$ cat config.mk
export PLATFORM = sky130hd
export DESIGN_NAME = mpks_sequencer
export DESIGN_NICKNAME = d
export VERILOG_FILES = /design/src/mpks_pkg.sv /design/src/mpks_hold_timer.sv /design/src/mpks_sequencer.sv
export VERILOG_INCLUDE_DIRS = /design/src
export SDC_FILE = /design/constraint.sdc
export NUM_CORES = 1
export LEC_CHECK = 0
export ABC_CLOCK_PERIOD_IN_PS = 2300
export BUFFER_PORTS_ARGS = -buffer_cell sky130_fd_sc_hd__buf_2
export CELL_PAD_IN_SITES_DETAIL_PLACEMENT = 1
export CELL_PAD_IN_SITES_GLOBAL_PLACEMENT = 2
export CORE_MARGIN = 8
export CORE_UTILIZATION = 36
export CTS_CLUSTER_DIAMETER = 120
export CTS_CLUSTER_SIZE = 24
export DETAILED_ROUTE_END_ITERATION = 10
export PLACE_DENSITY_LB_ADDON = 0.15
export SLEW_MARGIN = 20
export SYNTH_ARGS = -nofsm -noshare
export SYNTH_HDL_FRONTEND = slang
export SYNTH_SLANG_ARGS = --single-unit
export TNS_END_PERCENT = 50
$ cat constraint.sdc
create_clock -name clk -period 2.3 [get_ports clk]
set_input_delay 0.115 -clock clk [delete_from_list [all_inputs] [get_ports clk]]
set_output_delay 0.115 -clock clk [all_outputs]
set_load 0.005 [all_outputs]
$ cat src/mpks_cfg.svh
/*
  Constants for the module power key sequencer: key hold times, the clock
  rate and the state codes of the power state machine.
  Assumes it is included by bare name from the package and the design modules.
*/
`ifndef MPKS_CFG_SVH
`define MPKS_CFG_SVH

// ----------------------------------------------------------------------------
// Clock and key hold times
// ----------------------------------------------------------------------------
`define MPKS_CLK_HZ 200000000
`define MPKS_ON_HOLD_S 6
`define MPKS_OFF_HOLD_S 3
`define MPKS_WAKE_HOLD_S 5
`define MPKS_ON_HOLD_CYC (`MPKS_ON_HOLD_S * `MPKS_CLK_HZ)
`define MPKS_OFF_HOLD_CYC (`MPKS_OFF_HOLD_S * `MPKS_CLK_HZ)
`define MPKS_WAKE_HOLD_CYC (`MPKS_WAKE_HOLD_S * `MPKS_CLK_HZ)
`define MPKS_CNT_W 32

// ----------------------------------------------------------------------------
// One-hot state codes
// ----------------------------------------------------------------------------
`define MPKS_ST_OFF 6'h01
`define MPKS_ST_ON 6'h02
`define MPKS_ST_DETACH 6'h04
`define MPKS_ST_SLEEP 6'h08
`define MPKS_ST_RELEASE 6'h10
`define MPKS_ST_HALT 6'h20

`endif

$ cat src/mpks_pkg.sv
/*
  Types shared by the module power key sequencer files.
  Assumes mpks_cfg.svh is on the include path.
*/
`include "mpks_cfg.svh"

package mpks_pkg;

  // --------------------------------------------------------------------------
  // Power states, one-hot
  // --------------------------------------------------------------------------
  typedef enum logic [5:0] {
    MPKS_OFF = `MPKS_ST_OFF,
    MPKS_ON = `MPKS_ST_ON,
    MPKS_DETACH = `MPKS_ST_DETACH,
    MPKS_SLEEP = `MPKS_ST_SLEEP,
    MPKS_RELEASE = `MPKS_ST_RELEASE,
    MPKS_HALT = `MPKS_ST_HALT
  } mpks_state_t;

endpackage

$ cat src/mpks_hold_timer.sv
/*
  Hold timer: counts consecutive cycles of an active level and flags when
  the count has reached its limit. Any gap restarts the count.
  Assumes a single clock and an active low asynchronous reset.
*/
`timescale 1ns/1ps
`include "mpks_cfg.svh"

module mpks_hold_timer #(
  parameter int unsigned LIMIT = 16
) (
  // Clock and reset
  input wire logic clk,
  input wire logic rst_n,
  // Level to time and result
  input wire logic level,
  output logic reached
);

  logic [`MPKS_CNT_W-1:0] count_ff;

  initial begin
    if (LIMIT < 1) begin
      $error("mpks_hold_timer: LIMIT must be at least one");
    end
  end

  // Saturating count of the level; saturation avoids wrapping on a stuck key.
  always_ff @(posedge clk or negedge rst_n) begin
    if (!rst_n) begin
      count_ff <= '0;
    end else if (!level) begin
      count_ff <= '0;
    end else if (count_ff < LIMIT[`MPKS_CNT_W-1:0]) begin
      count_ff <= count_ff + 1'b1;
    end
  end

  assign reached = (count_ff >= LIMIT[`MPKS_CNT_W-1:0]);

endmodule

$ cat src/mpks_sequencer.sv
/*
  Device side power key sequencer of a cellular modem module. It watches the
  active low open-drain power key line, keeps the power state, drives the
  power indicator and asks firmware to detach from the network.
  Assumes the key input is synchronous to clk and that firmware answers the
  detach request and signals power-saving timer expiry and wake-up.
*/

`timescale 1ns/1ps
`include "mpks_cfg.svh"

module mpks_sequencer
  import mpks_pkg::*;
#(
  parameter longint unsigned ON_HOLD_CYC = `MPKS_ON_HOLD_CYC,
  parameter longint unsigned OFF_HOLD_CYC = `MPKS_OFF_HOLD_CYC,
  parameter longint unsigned WAKE_HOLD_CYC = `MPKS_WAKE_HOLD_CYC
) (
  // Clock and reset
  input wire logic clk,
  input wire logic rst_n,
  // Power key line, open drain, active low
  input wire logic power_key_n_in,
  output logic power_key_n_out,
  output logic power_key_n_oe_n,
  // Firmware requests
  input wire logic shutdown_command,
  input wire logic unconditional_shutdown,
  input wire logic psm_enable,
  input wire logic psm_timer_expired,
  input wire logic scheduled_wake,
  // Network detach handshake
  output logic detach_req,
  input wire logic detach_done,
  // Status
  output logic power_indicator,
  output logic baseband_reset,
  output mpks_pkg::mpks_state_t power_state
);

  import mpks_pkg::*;

  mpks_state_t state_ff;
  mpks_state_t nxt_state;
  logic key_low;
  logic on_level;
  logic off_level;
  logic wake_level;
  logic on_hold_hit;
  logic off_hold_hit;
  logic wake_hold_hit;
  logic power_indicator_ff;
  logic detach_req_ff;
  logic baseband_reset_ff;

  // Elaboration checks: every hold count must fit the 32 bit hold timer and
  // be at least one cycle, and a stop press must be shorter than a start
  // press so that one long press cannot be read as both.
  initial begin
    if (ON_HOLD_CYC < 1 || ON_HOLD_CYC > 64'h0000_0000_ffff_ffff) begin
      $error("mpks_sequencer: start hold count out of range");
    end
    if (OFF_HOLD_CYC < 1 || OFF_HOLD_CYC >= ON_HOLD_CYC) begin
      $error("mpks_sequencer: stop hold count out of range");
    end
    if (WAKE_HOLD_CYC < 1 || WAKE_HOLD_CYC > 64'h0000_0000_ffff_ffff) begin
      $error("mpks_sequencer: wake hold count out of range");
    end
  end

  // --------------------------------------------------------------------------
  // Key line
  // --------------------------------------------------------------------------
  // The device never drives the key; its pull-up is external to this logic.
  // The key is taken as synchronous and unfiltered, so a bounce restarts a hold.
  assign power_key_n_out = 1'b1;
  assign power_key_n_oe_n = 1'b1;
  assign key_low = !power_key_n_in;

  // --------------------------------------------------------------------------
  // Hold timers
  // --------------------------------------------------------------------------
  // Timers only run in the state where their hold means something, so a
  // press that began in another state is timed only from that state's entry.
  assign on_level = key_low && (state_ff == MPKS_OFF);
  assign off_level = key_low && (state_ff == MPKS_ON);
  assign wake_level = key_low && (state_ff == MPKS_SLEEP);

  mpks_hold_timer #(.LIMIT(`MPKS_CNT_W'(ON_HOLD_CYC))) u_on_timer (
    .clk(clk),
    .rst_n(rst_n),
    .level(on_level),
    .reached(on_hold_hit)
  );

  mpks_hold_timer #(.LIMIT(`MPKS_CNT_W'(OFF_HOLD_CYC))) u_off_timer (
    .clk(clk),
    .rst_n(rst_n),
    .level(off_level),
    .reached(off_hold_hit)
  );

  mpks_hold_timer #(.LIMIT(`MPKS_CNT_W'(WAKE_HOLD_CYC))) u_wake_timer (
    .clk(clk),
    .rst_n(rst_n),
    .level(wake_level),
    .reached(wake_hold_hit)
  );

  // --------------------------------------------------------------------------
  // Power state machine
  // --------------------------------------------------------------------------
  // Unconditional shutdown outranks everything in on and detach and is
  // ignored in every other state. After a key stop the machine waits for the key to be released
  // so that a long press cannot restart the module at once.
  // Firmware requests are looked at on every edge and are not queued: a
  // shutdown command that arrives outside the on state is simply dropped,
  // so firmware must repeat it once the module is on again.
  always_comb begin
    nxt_state = state_ff;
    case (state_ff)
      MPKS_OFF: begin
        if (on_hold_hit) begin
          nxt_state = MPKS_ON;
        end
      end
      MPKS_ON: begin
        if (unconditional_shutdown) begin
          nxt_state = MPKS_HALT;
        end else if (shutdown_command || off_hold_hit) begin
          nxt_state = MPKS_DETACH;
        end else if (psm_enable && psm_timer_expired) begin
          nxt_state = MPKS_SLEEP;
        end
      end
      MPKS_DETACH: begin
        if (unconditional_shutdown) begin
          nxt_state = MPKS_HALT;
        end else if (detach_done) begin
          nxt_state = MPKS_RELEASE;
        end
      end
      MPKS_SLEEP: begin
        if (wake_hold_hit || scheduled_wake) begin
          nxt_state = MPKS_ON;
        end
      end
      MPKS_HALT: begin
        nxt_state = MPKS_RELEASE;
      end
      MPKS_RELEASE: begin
        if (!key_low) begin
          nxt_state = MPKS_OFF;
        end
      end
      default: begin
        nxt_state = MPKS_OFF;
      end
    endcase
  end

  // State register; reset leaves the module switched off.
  always_ff @(posedge clk or negedge rst_n) begin
    if (!rst_n) begin
      state_ff <= MPKS_OFF;
    end else begin
      state_ff <= nxt_state;
    end
  end

  // --------------------------------------------------------------------------
  // Outputs
  // --------------------------------------------------------------------------
  // Indicator is high in on and detach and low in off, sleep, halt and release.
  always_ff @(posedge clk or negedge rst_n) begin
    if (!rst_n) begin
      power_indicator_ff <= 1'b0;
    end else begin
      power_indicator_ff <= (nxt_state == MPKS_ON) || (nxt_state == MPKS_DETACH);
    end
  end

  // Detach request stands for the whole detach state, never during halt.
  always_ff @(posedge clk or negedge rst_n) begin
    if (!rst_n) begin
      detach_req_ff <= 1'b0;
    end else begin
      detach_req_ff <= (nxt_state == MPKS_DETACH);
    end
  end

  // Baseband reset is held in halt and in off, so all activity stops.
  always_ff @(posedge clk or negedge rst_n) begin
    if (!rst_n) begin
      baseband_reset_ff <= 1'b1;
    end else begin
      baseband_reset_ff <= (nxt_state != MPKS_ON) && (nxt_state != MPKS_DETACH);
    end
  end

  // Data outputs come straight from their flip-flops, so they change on the
  // same edge as the state and never glitch.
  assign power_indicator = power_indicator_ff;
  assign detach_req = detach_req_ff;
  assign baseband_reset = baseband_reset_ff;
  assign power_state = state_ff;

endmodule

# == Yosys cells after proc, flatten, opt, wreduce, memory -nomap -nowiden ==
# Cells that the tools add are included.
# W data, S select, Z words.
# classes
n_addsub,3
eq_ne,13
mux,15
n_lt_le_gt_ge,6
n_reduce_logical,9
# op_table
cell,count
$mux W32,6
$add A32 B1 Y32 const B,3
$ge A32 B30 Y1 const B,2
$lt A32 B30 Y1 const B,2
$mux W6,8
$pmux W6 S6,1
$ge A32 B31 Y1 const B,1
$lt A32 B31 Y1 const B,1
$eq A6 B2 Y1 const B,2
$eq A6 B3 Y1 const B,2
$eq A6 B1 Y1 const B,1
$eq A6 B4 Y1 const B,1
$eq A6 B5 Y1 const B,1
$eq A6 B6 Y1 const B,1
$ne A2 B2 Y1 const B,3
$ne A6 B2 Y1 const B,1
$ne A6 B3 Y1 const B,1
$logic_and A1 B1 Y1,5
$logic_or A1 B1 Y1,3
$logic_not A1 Y1,1
# word_totals
wordCells,53
regBits,105

# == Logic depth before layout (Yosys ltp) ==
# Gate-level depths: netlist of the first run.
# depth
depth_word,7
mapped_depth,9

# == Cells and area by module ==
# Synthesis of the first run repeated with hierarchy kept, for this count alone.
# hier_totals
hier_cells,651
area_unflattened_um2,6067.1
# by_module_without_submodules
mod,cells_each,n_inst,area_each_um2
mpks_hold_timer (u_off_timer),204,1,1875.5
mpks_hold_timer (u_on_timer),198,1,1831.8
mpks_hold_timer (u_wake_timer),190,1,1784.2
mpks_sequencer,59,1,575.6

# == Worst setup path after synthesis of the first run ==
# OpenSTA, ideal clock, no wires.
# synth_timing
path_type,flip-flop to flip-flop
startpoint,register u_wake_timer.count_ff[21]
endpoint,register u_wake_timer.count_ff[28]
path_buffers,2
required_ns,2.226
slack_ns,0.103
synth_period_minus_slack_ns,2.197
setup_ns,0.074
arrival_ns,2.123
path_stages_with_launch,9
cell_sequence,dfrtp_1 buf_2 or3_1 a31oi_1 or3_1 clkbuf_1 nand4_4 or4_1 a21oi_2
# synth_via
elab_chain_cells,3
elab_cells_between_ends,5
cone_classes,add/sub (1); order compare (1); eq/ne (1); mux (2)
# synth_lines
item,line_no,source
start: declaration,mpks_hold_timer.sv:20,logic [`MPKS_CNT_W-1:0] count_ff;
start signal: assignment,mpks_hold_timer.sv:35,count_ff <= count_ff + 1'b1;
$add A32 B1 Y32,mpks_hold_timer.sv:35,
$mux W32,mpks_hold_timer.sv:34,end else if (count_ff < LIMIT[`MPKS_CNT_W-1:0]) begin
$mux W32,mpks_hold_timer.sv:32,end else if (!level) begin
# Several ways; a longest one is shown, not always the timed one. The select of a mux whose other input is x is not followed.
# A chain may end at the register's enable or synchronous reset.

# == Worst setup path in the final report of the first run ==
# layout_timing
startpoint,register u_wake_timer.count_ff[18]
endpoint,register u_wake_timer.count_ff[17]
# layout_via
elab_chain_cells,2
# layout_lines
item,line_no
$lt A32 B30 Y1,mpks_hold_timer.sv:34
$ne A2 B2 Y1 (no line),--
# No other way between the ends.

==> metrics.txt, run 1 <==
initial DRC count=258; first-pass GRT wire length=24000 um; Synth warnings=0; Max Cap Viol=0; placed cell areas=0.00628 mm2; setup ws final=-0.0155 ns; CP Capture Type=flop; Most used DFF post-synth=dfrtp_1; initial antenna violation count=0; Root Driver=clkbuf_16; largest net degree at the start of global routing=106; EDFF count, synth=0; run status=finished with violations; Fin Setup TNS=-0.0268 ns; Tcrit/Tclk final=101%; CP max-delay cell=or4_4; H-tree depth=3; CP max FO=5; Clock Sinks=105; Worst Path Buf+Inv=1; Slew HR=55.7%; DR pass1 iterations=4; Area contributors post-synth=dfrtp_1, nor2_1, xnor2_1; Slew @ Worst Pin=0.665 ns; syn_area_per_cell=9.16 um2; fmax=432 MHz; CP top delay family=simple AND/OR/NAND/NOR gates; Peak VDD IR=0.351 mV; r2r setup slk=-0.02 ns; total track usage=14.8%; mean routed wirelength per cell=15.7 um; Die ar.=0.0199 mm2; Critical Path AT=2.52 ns; pre-CTS WS=-0.0655 ns; CP Launch Type=flop; drt total wl=14000 um; Util after Layout=43.8%; Routed Antenna Nets=0; TritonCTS buffer count=9; Hold Path Class=in -> reg; Yosys reg bits=105; RSZ-0062 raised after global routing=true; Initial Utilization=37.0%; fin nets=690; failing checks=negative setup slack; Placement Rows=45; die span in y=141 um; CP cell instances=or3b_4 -> or3_1 -> or4_4 -> nand4_1 -> buf_4 -> or3_1 -> a21oi_1; vias in the first global route=4959; Pleak=2.65 nW; Final Wtd Congestion=0.749; area leader, netlist=dfrtp_1; remaining global-route overflow=0; most common cell in the synthesized netlist=dfrtp_1; CTS tree=built; post-synthesis sequential area ratio=46.6%; Detail Placement HPWL=9700 um; # diodes=0; WP data required=2.51 ns; design area=0.00668 mm2; Netlist cell types=60; Setup Skew=0.00551 ns; clock slew at reported path FFs=0.07 ns; Setup Viol. Count Final=2; Residual DRC=0; PD cells=523 mW/mm2; most frequent CP cell=or3_1; fraction of layout cells with a size suffix above 1=16.5%; maximum clock path buffer count=2; mean number of vias per cell=5.19; final worst path period need=2.32 ns; Mapped Cells=616; die width=141 um; routed via count=4606; IO Pins=20; Core Area=0.0153 mm2; CP peak stage delay=0.54 ns; share of flip-flops with an asynchronous set or reset=100%; synth cell count leaders=dfrtp_1, nor2_1, nand2_1; Final Hold Fails=0; synthesis-to-layout area growth=18.4%; Netlist Area Pre-Place=0.00564 mm2; Max Slew Vio Count=0; CP Class=reg -> reg; Clk Latency, worst-skew pair=0.35 ns; Buffers on Ports=17; post-synth top area share=45.7%
-- final timing paths --
path | start | depth (start not counted) | end
setup / recovery | u_wake_timer.count_ff[18]$_DFFE_PN0P_ | 7 | u_wake_timer.count_ff[17]$_DFFE_PN0P_
min in group asynchronous | rst_n | 3 | power_state[5]$_DFF_PN0_
hold reg to reg | u_wake_timer.count_ff[29]$_DFFE_PN0P_ | 1 | u_wake_timer.count_ff[29]$_DFFE_PN0P_
hold / removal | detach_done | 3 | power_state[4]$_DFF_PN0_
max in group asynchronous | rst_n | 3 | u_on_timer.count_ff[12]$_DFFE_PN0P_
setup reg to reg | u_wake_timer.count_ff[18]$_DFFE_PN0P_ | 7 | u_wake_timer.count_ff[17]$_DFFE_PN0P_
-- stage by stage --
stage / cells / hold WS, ns / power [mW]
global route: 888 / 0.0534 / 3.65
finish: 888 / 0.0516 / 3.49
floorplan: 617 / -0.181 / 2.02
detailed placement: 870 / 0.248 / 2.12
global placement: 870 / 0.238 / 2.12
CTS: 884 / 0.0404 / 3.56
-- timing repair --
action                     4_1_cts  5_1_grt
resized for setup                1       22
hold endpoints to repair       103        0
pin swaps                        1        7
hold buffers                     1        0
setup buffers                    0        4
setup endpoints to repair       20       39
-- layout by cell type, fill, tap and decap left out, types with 3 or more instances in the layout --
cell type	instances
xnor2_1	37
a31oi_1	3
clkbuf_16	9
buf_6	3
or4_1	5
o211ai_1	6
ha_1	6
o31ai_1	6
nor2_1	92
and4_1	5
xor2_1	29
inv_1	22
nor3b_1	4
a21oi_1	23
o21ai_0	11
o211a_1	4
dfrtp_1	103
nor3_1	24
nor4_1	11
nand3_1	33
nor4_2	6
buf_4	51
and2_1	6
o21ai_1	9
or2_2	5
or3_4	4
buf_2	16
o21a_1	3
nand3b_1	3
nand2_1	41
and3_1	10
nand4_1	22
or3_1	18
mux2i_1	4
-- worst reg2reg max path, stage by stage (launching register included) --
cell and delay, ns:
dfrtp_1 0.39, or3b_4 0.40, or3_1 0.31, or4_4 0.54, nand4_1 0.24, buf_4 0.16
or3_1 0.09, a21oi_1 0.06
-- power breakdown --
group / internal (mW) / total, mW / switching, mW / leakage [nW]
Sequential: 1.86 / 1.88 / 0.0192 / 1.46
Combinational: 0.0667 / 0.200 / 0.133 / 1.07
Clock: 0.746 / 1.41 / 0.661 / 0.124
Total: 2.68 / 3.49 / 0.813 / 2.65
-- cells by family after synthesis --
family / share of synthesized area (%)
and+or+nand+nor: 28.0
xor gates and xnor gates: 10.4
AOI/OAI and AO/OA: 9.25
muxes: 0.710
adders and majority gates: 1.33
DFF: 46.6
other: 0.0665
buffers and inverters: 3.64
-- state kept, by name, indices dropped and copies added (netlist names) --
signal / cells
baseband_reset: 1
detach_req: 1
power_indicator: 1
power_state: 6
u_off_timer.count_ff: 32
u_on_timer.count_ff: 32
u_wake_timer.count_ff: 32
-- per-layer routing --
metal	part of all wire [%]	track usage (%)	up-vias
li1	-	-	2273
met1	49	19.3	2278
met2	47	23.9	38
met3	2.3	2.50	17
met4	2.0	6.28	0
met5	0	0	-
-- area by class of cell --
class	count	area [um2]
Sequential cell	105	2630
Fill cell	1758	8580
Tap cell	211	264
Timing Repair Buffer	73	547
Inverter	22	82.6
Multi-Input combinational cell	464	2900
Clock buffer	12	246
Clock inverter	1	5.00
Power figures use the tool's default switching activity.
==> run 2, diff against run 1 <==
--- a/config.mk
+++ b/config.mk
@@ -7,14 +7,14 @@
 export NUM_CORES = 1
 export LEC_CHECK = 0
 export ABC_CLOCK_PERIOD_IN_PS = 2300
-export BUFFER_PORTS_ARGS = -buffer_cell sky130_fd_sc_hd__buf_2
 export CELL_PAD_IN_SITES_DETAIL_PLACEMENT = 1
 export CELL_PAD_IN_SITES_GLOBAL_PLACEMENT = 2
 export CORE_MARGIN = 8
-export CORE_UTILIZATION = 36
+export CORE_UTILIZATION = 37
 export CTS_CLUSTER_DIAMETER = 120
 export CTS_CLUSTER_SIZE = 24
 export DETAILED_ROUTE_END_ITERATION = 10
+export DONT_BUFFER_PORTS = 1
 export PLACE_DENSITY_LB_ADDON = 0.15
 export SLEW_MARGIN = 20
 export SYNTH_ARGS = -nofsm -noshare
==> metrics.txt, run 2 (same netlist as run 1, synthesis figures left out) <==
Cells after DPL=825 (-5.2%); Peak VDD IR=0.451 mV (+28%); Max Slew Vio Count=0 (unchanged); CP Class=reg -> reg; CP max FO=6 (+1); Root Driver=clkbuf_16; most common cell after layout, fill and taps aside=dfrtp_1; Hold Path Class=in -> async; clock slew at reported path FFs=0.07 ns (about the same); mean number of vias per cell=5.35 (+3.2%); Pwr Total=3.52 mW (+1.0%); Clk pwr share=42.3% (+2.0 points); Top Registers=u_off_timer.count_ff (32), u_on_timer.count_ff (32), u_wake_timer.count_ff (32); CTS tree=built; die span in y=139 um (-1.2%); Routed Antenna Nets=0 (unchanged); Pleak=2.59 nW (-2.3%); vias in the first global route=4849 (-2.2%); Internal=2.66 mW (-0.44%); Core Area=0.0150 mm2 (-1.5%); Clk Latency, worst-skew pair=0.36 ns (about the same); IO Pins=20 (unchanged); fill count=1729 (-1.6%); NetSw=0.860 mW (+5.7%); initial antenna violation count=0 (unchanged); Sw Share=24.4% (+1.1 points); Slew @ Worst Pin=0.826 ns (+0.162 ns); WP data required=2.51 ns (about the same); setup ws final=0.0518 ns (+0.0673 ns); # diodes=0 (unchanged); fmax=445 MHz (+3.0%); synthesis-to-layout area growth=16.5%; Residual DRC=0 (unchanged); non-filler cells, final=854 (-3.8%); run status=finished with violations; DR pass1 iterations=4 (unchanged); CP peak stage delay=0.55 ns (about the same); Fin Hold WS=-0.552 ns (-0.603 ns); Reg2Reg Launch Point=u_wake_timer.count_ff[18]$_DFFE_PN0P_; Final Hold Fails=105 (+105); most frequent cells in the layout=dfrtp_1, nor2_1, buf_4; Logic pwr share=4.3% (-1.4 points); RSZ-0062 raised after global routing=true; Die ar.=0.0195 mm2 (-2.4%); remaining global-route overflow=0 (unchanged); initial DRC count=238 (-7.8%); Tcrit/Tclk final=97.7% (-2.9 points); Slew HR=44.5% (-11 points); pre-CTS WS=-0.139 ns (-0.0730 ns); Final Wtd Congestion=0.767 (+2.3%); Detail Placement HPWL=9860 um (+1.7%); Critical Path AT=2.46 ns (-0.06 ns); Worst Reg-to-Reg Cells=7 (unchanged); CP cell instances=or3b_1 -> or3_1 -> or4_4 -> buf_4 -> nor4b_1 -> nand3b_1 -> a21oi_1; Setup Viol. Count Final=0 (-2); H-tree depth=3 (unchanged); Placement Rows=45 (unchanged); first-pass GRT wire length=25000 um (+4.1%); failing checks=negative hold slack; PD cells=537 mW/mm2 (+2.7%); maximum clock path buffer count=2 (unchanged); final worst path period need=2.25 ns (-0.0673 ns); r2r setup slk=0.05 ns (+0.07 ns); mean routed wirelength per cell=16.8 um (+6.6%); Initial Utilization=37.5% (+0.55 points); total track usage=15.7% (+0.82 points); CP Launch Type=flop; fraction of layout cells with a size suffix above 1=13.8% (-2.7 points); r2r endpoint=u_wake_timer.count_ff[24]$_DFFE_PN0P_; Setup Skew=0.00604 ns (+0.000528 ns); Sequential Power Share=53.5% (-0.5 points); fin nets=676 (-2.0%); Clock Sinks=105 (unchanged); TritonCTS buffer count=9 (unchanged); routed via count=4570 (-0.78%); CP max-delay cell=or4_4; die width=139 um (-1.2%); Buffers on Ports=0 (-17); drt total wl=14300 um (+2.6%); Max Cap Viol=0 (unchanged); CP Capture Type=flop; largest net degree at the start of global routing=106 (unchanged); cts-stage hold buffer count=5 (+4)
[run 2: changes by cell type in the layout (fill, tap and decap cells not counted), sizes merged]
cell / before / now
clkinv: 1 / 5
buf: 72 / 54
dlygate4sd3: 1 / 5
clkbuf: 12 / 9
inv: 22 / 24
[run 2: what timing repair did]
action	4_1_cts	5_1_grt
endpoints found under the hold margin	115	105
setup endpoints to repair	22	38
pin swaps	1	14
buffers inserted	1	7
resized for setup	4	10
[run 2: how the worst max path moves through the flow]
stage                                           from                                    end  slack, ns  cells after the start
3_3_place_gp   u_wake_timer.count_ff[18]$_DFFE_PN0P_  u_wake_timer.count_ff[21]$_DFFE_PN0P_      -0.07                      6
5_1_grt        u_wake_timer.count_ff[18]$_DFFE_PN0P_  u_wake_timer.count_ff[21]$_DFFE_PN0P_      -0.06                      7
2_1_floorplan  u_wake_timer.count_ff[21]$_DFFE_PN0P_  u_wake_timer.count_ff[28]$_DFFE_PN0P_       0.10                      8
4_1_cts        u_wake_timer.count_ff[18]$_DFFE_PN0P_   u_wake_timer.count_ff[9]$_DFFE_PN0P_       0.01                      7
6_report       u_wake_timer.count_ff[18]$_DFFE_PN0P_  u_wake_timer.count_ff[24]$_DFFE_PN0P_       0.05                      7
3_5_place_dp   u_wake_timer.count_ff[18]$_DFFE_PN0P_  u_wake_timer.count_ff[21]$_DFFE_PN0P_      -0.14                      6
[run 2: power groups by stage]
stage,clock (mW),combinational (mW),sequential [mW]
floorplan,0,0.104,1.91
global placement,0,0.141,1.92
detailed placement,0,0.145,1.92
CTS,1.56,0.155,1.88
global route,1.60,0.173,1.89
finish,1.49,0.151,1.88
[run 2: area by class of cell]
cell class	instances	area, um2	share of cell area (%)
clock buffers	9	225	3.43
clock inverters	7	53.8	0.819
inverters	22	82.6	1.26
multi-input cells	464	2860	43.6
flip-flops and latches	105	2630	40.0
well taps	188	235	3.58
repair buffers	59	479	7.30
[run 2: critical path, delay by kind of cell, from the launching register on]
kind | cells | cell delay [ns]
and+or+nand+nor | 5 | 1.50
DFF | 1 | 0.38
buffers and inverters | 1 | 0.16
AOI/OAI and AO/OA | 1 | 0.06
[run 2: routing by layer]
layer / share of wire [%] / GRT usage [%] / vias up
met2: 48 / 26.6 / 39
met4: 0.99 / 3.76 / 0
li1: - / - / 2244
met1: 48 / 19.8 / 2277
met5: 0 / 0 / -
met3: 2.7 / 3.45 / 10
[run 2: per-stage QoR]
stage	instance area [um2]	util (%)	TNS [ns]
5_1_grt	6570	43.7	-0.842
4_1_cts	6480	43.1	0
3_5_place_dp	6110	40.7	-1.22
6_report	6570	43.7	0
2_1_floorplan	5640	-	0
3_3_place_gp	6110	40.7	-0.435
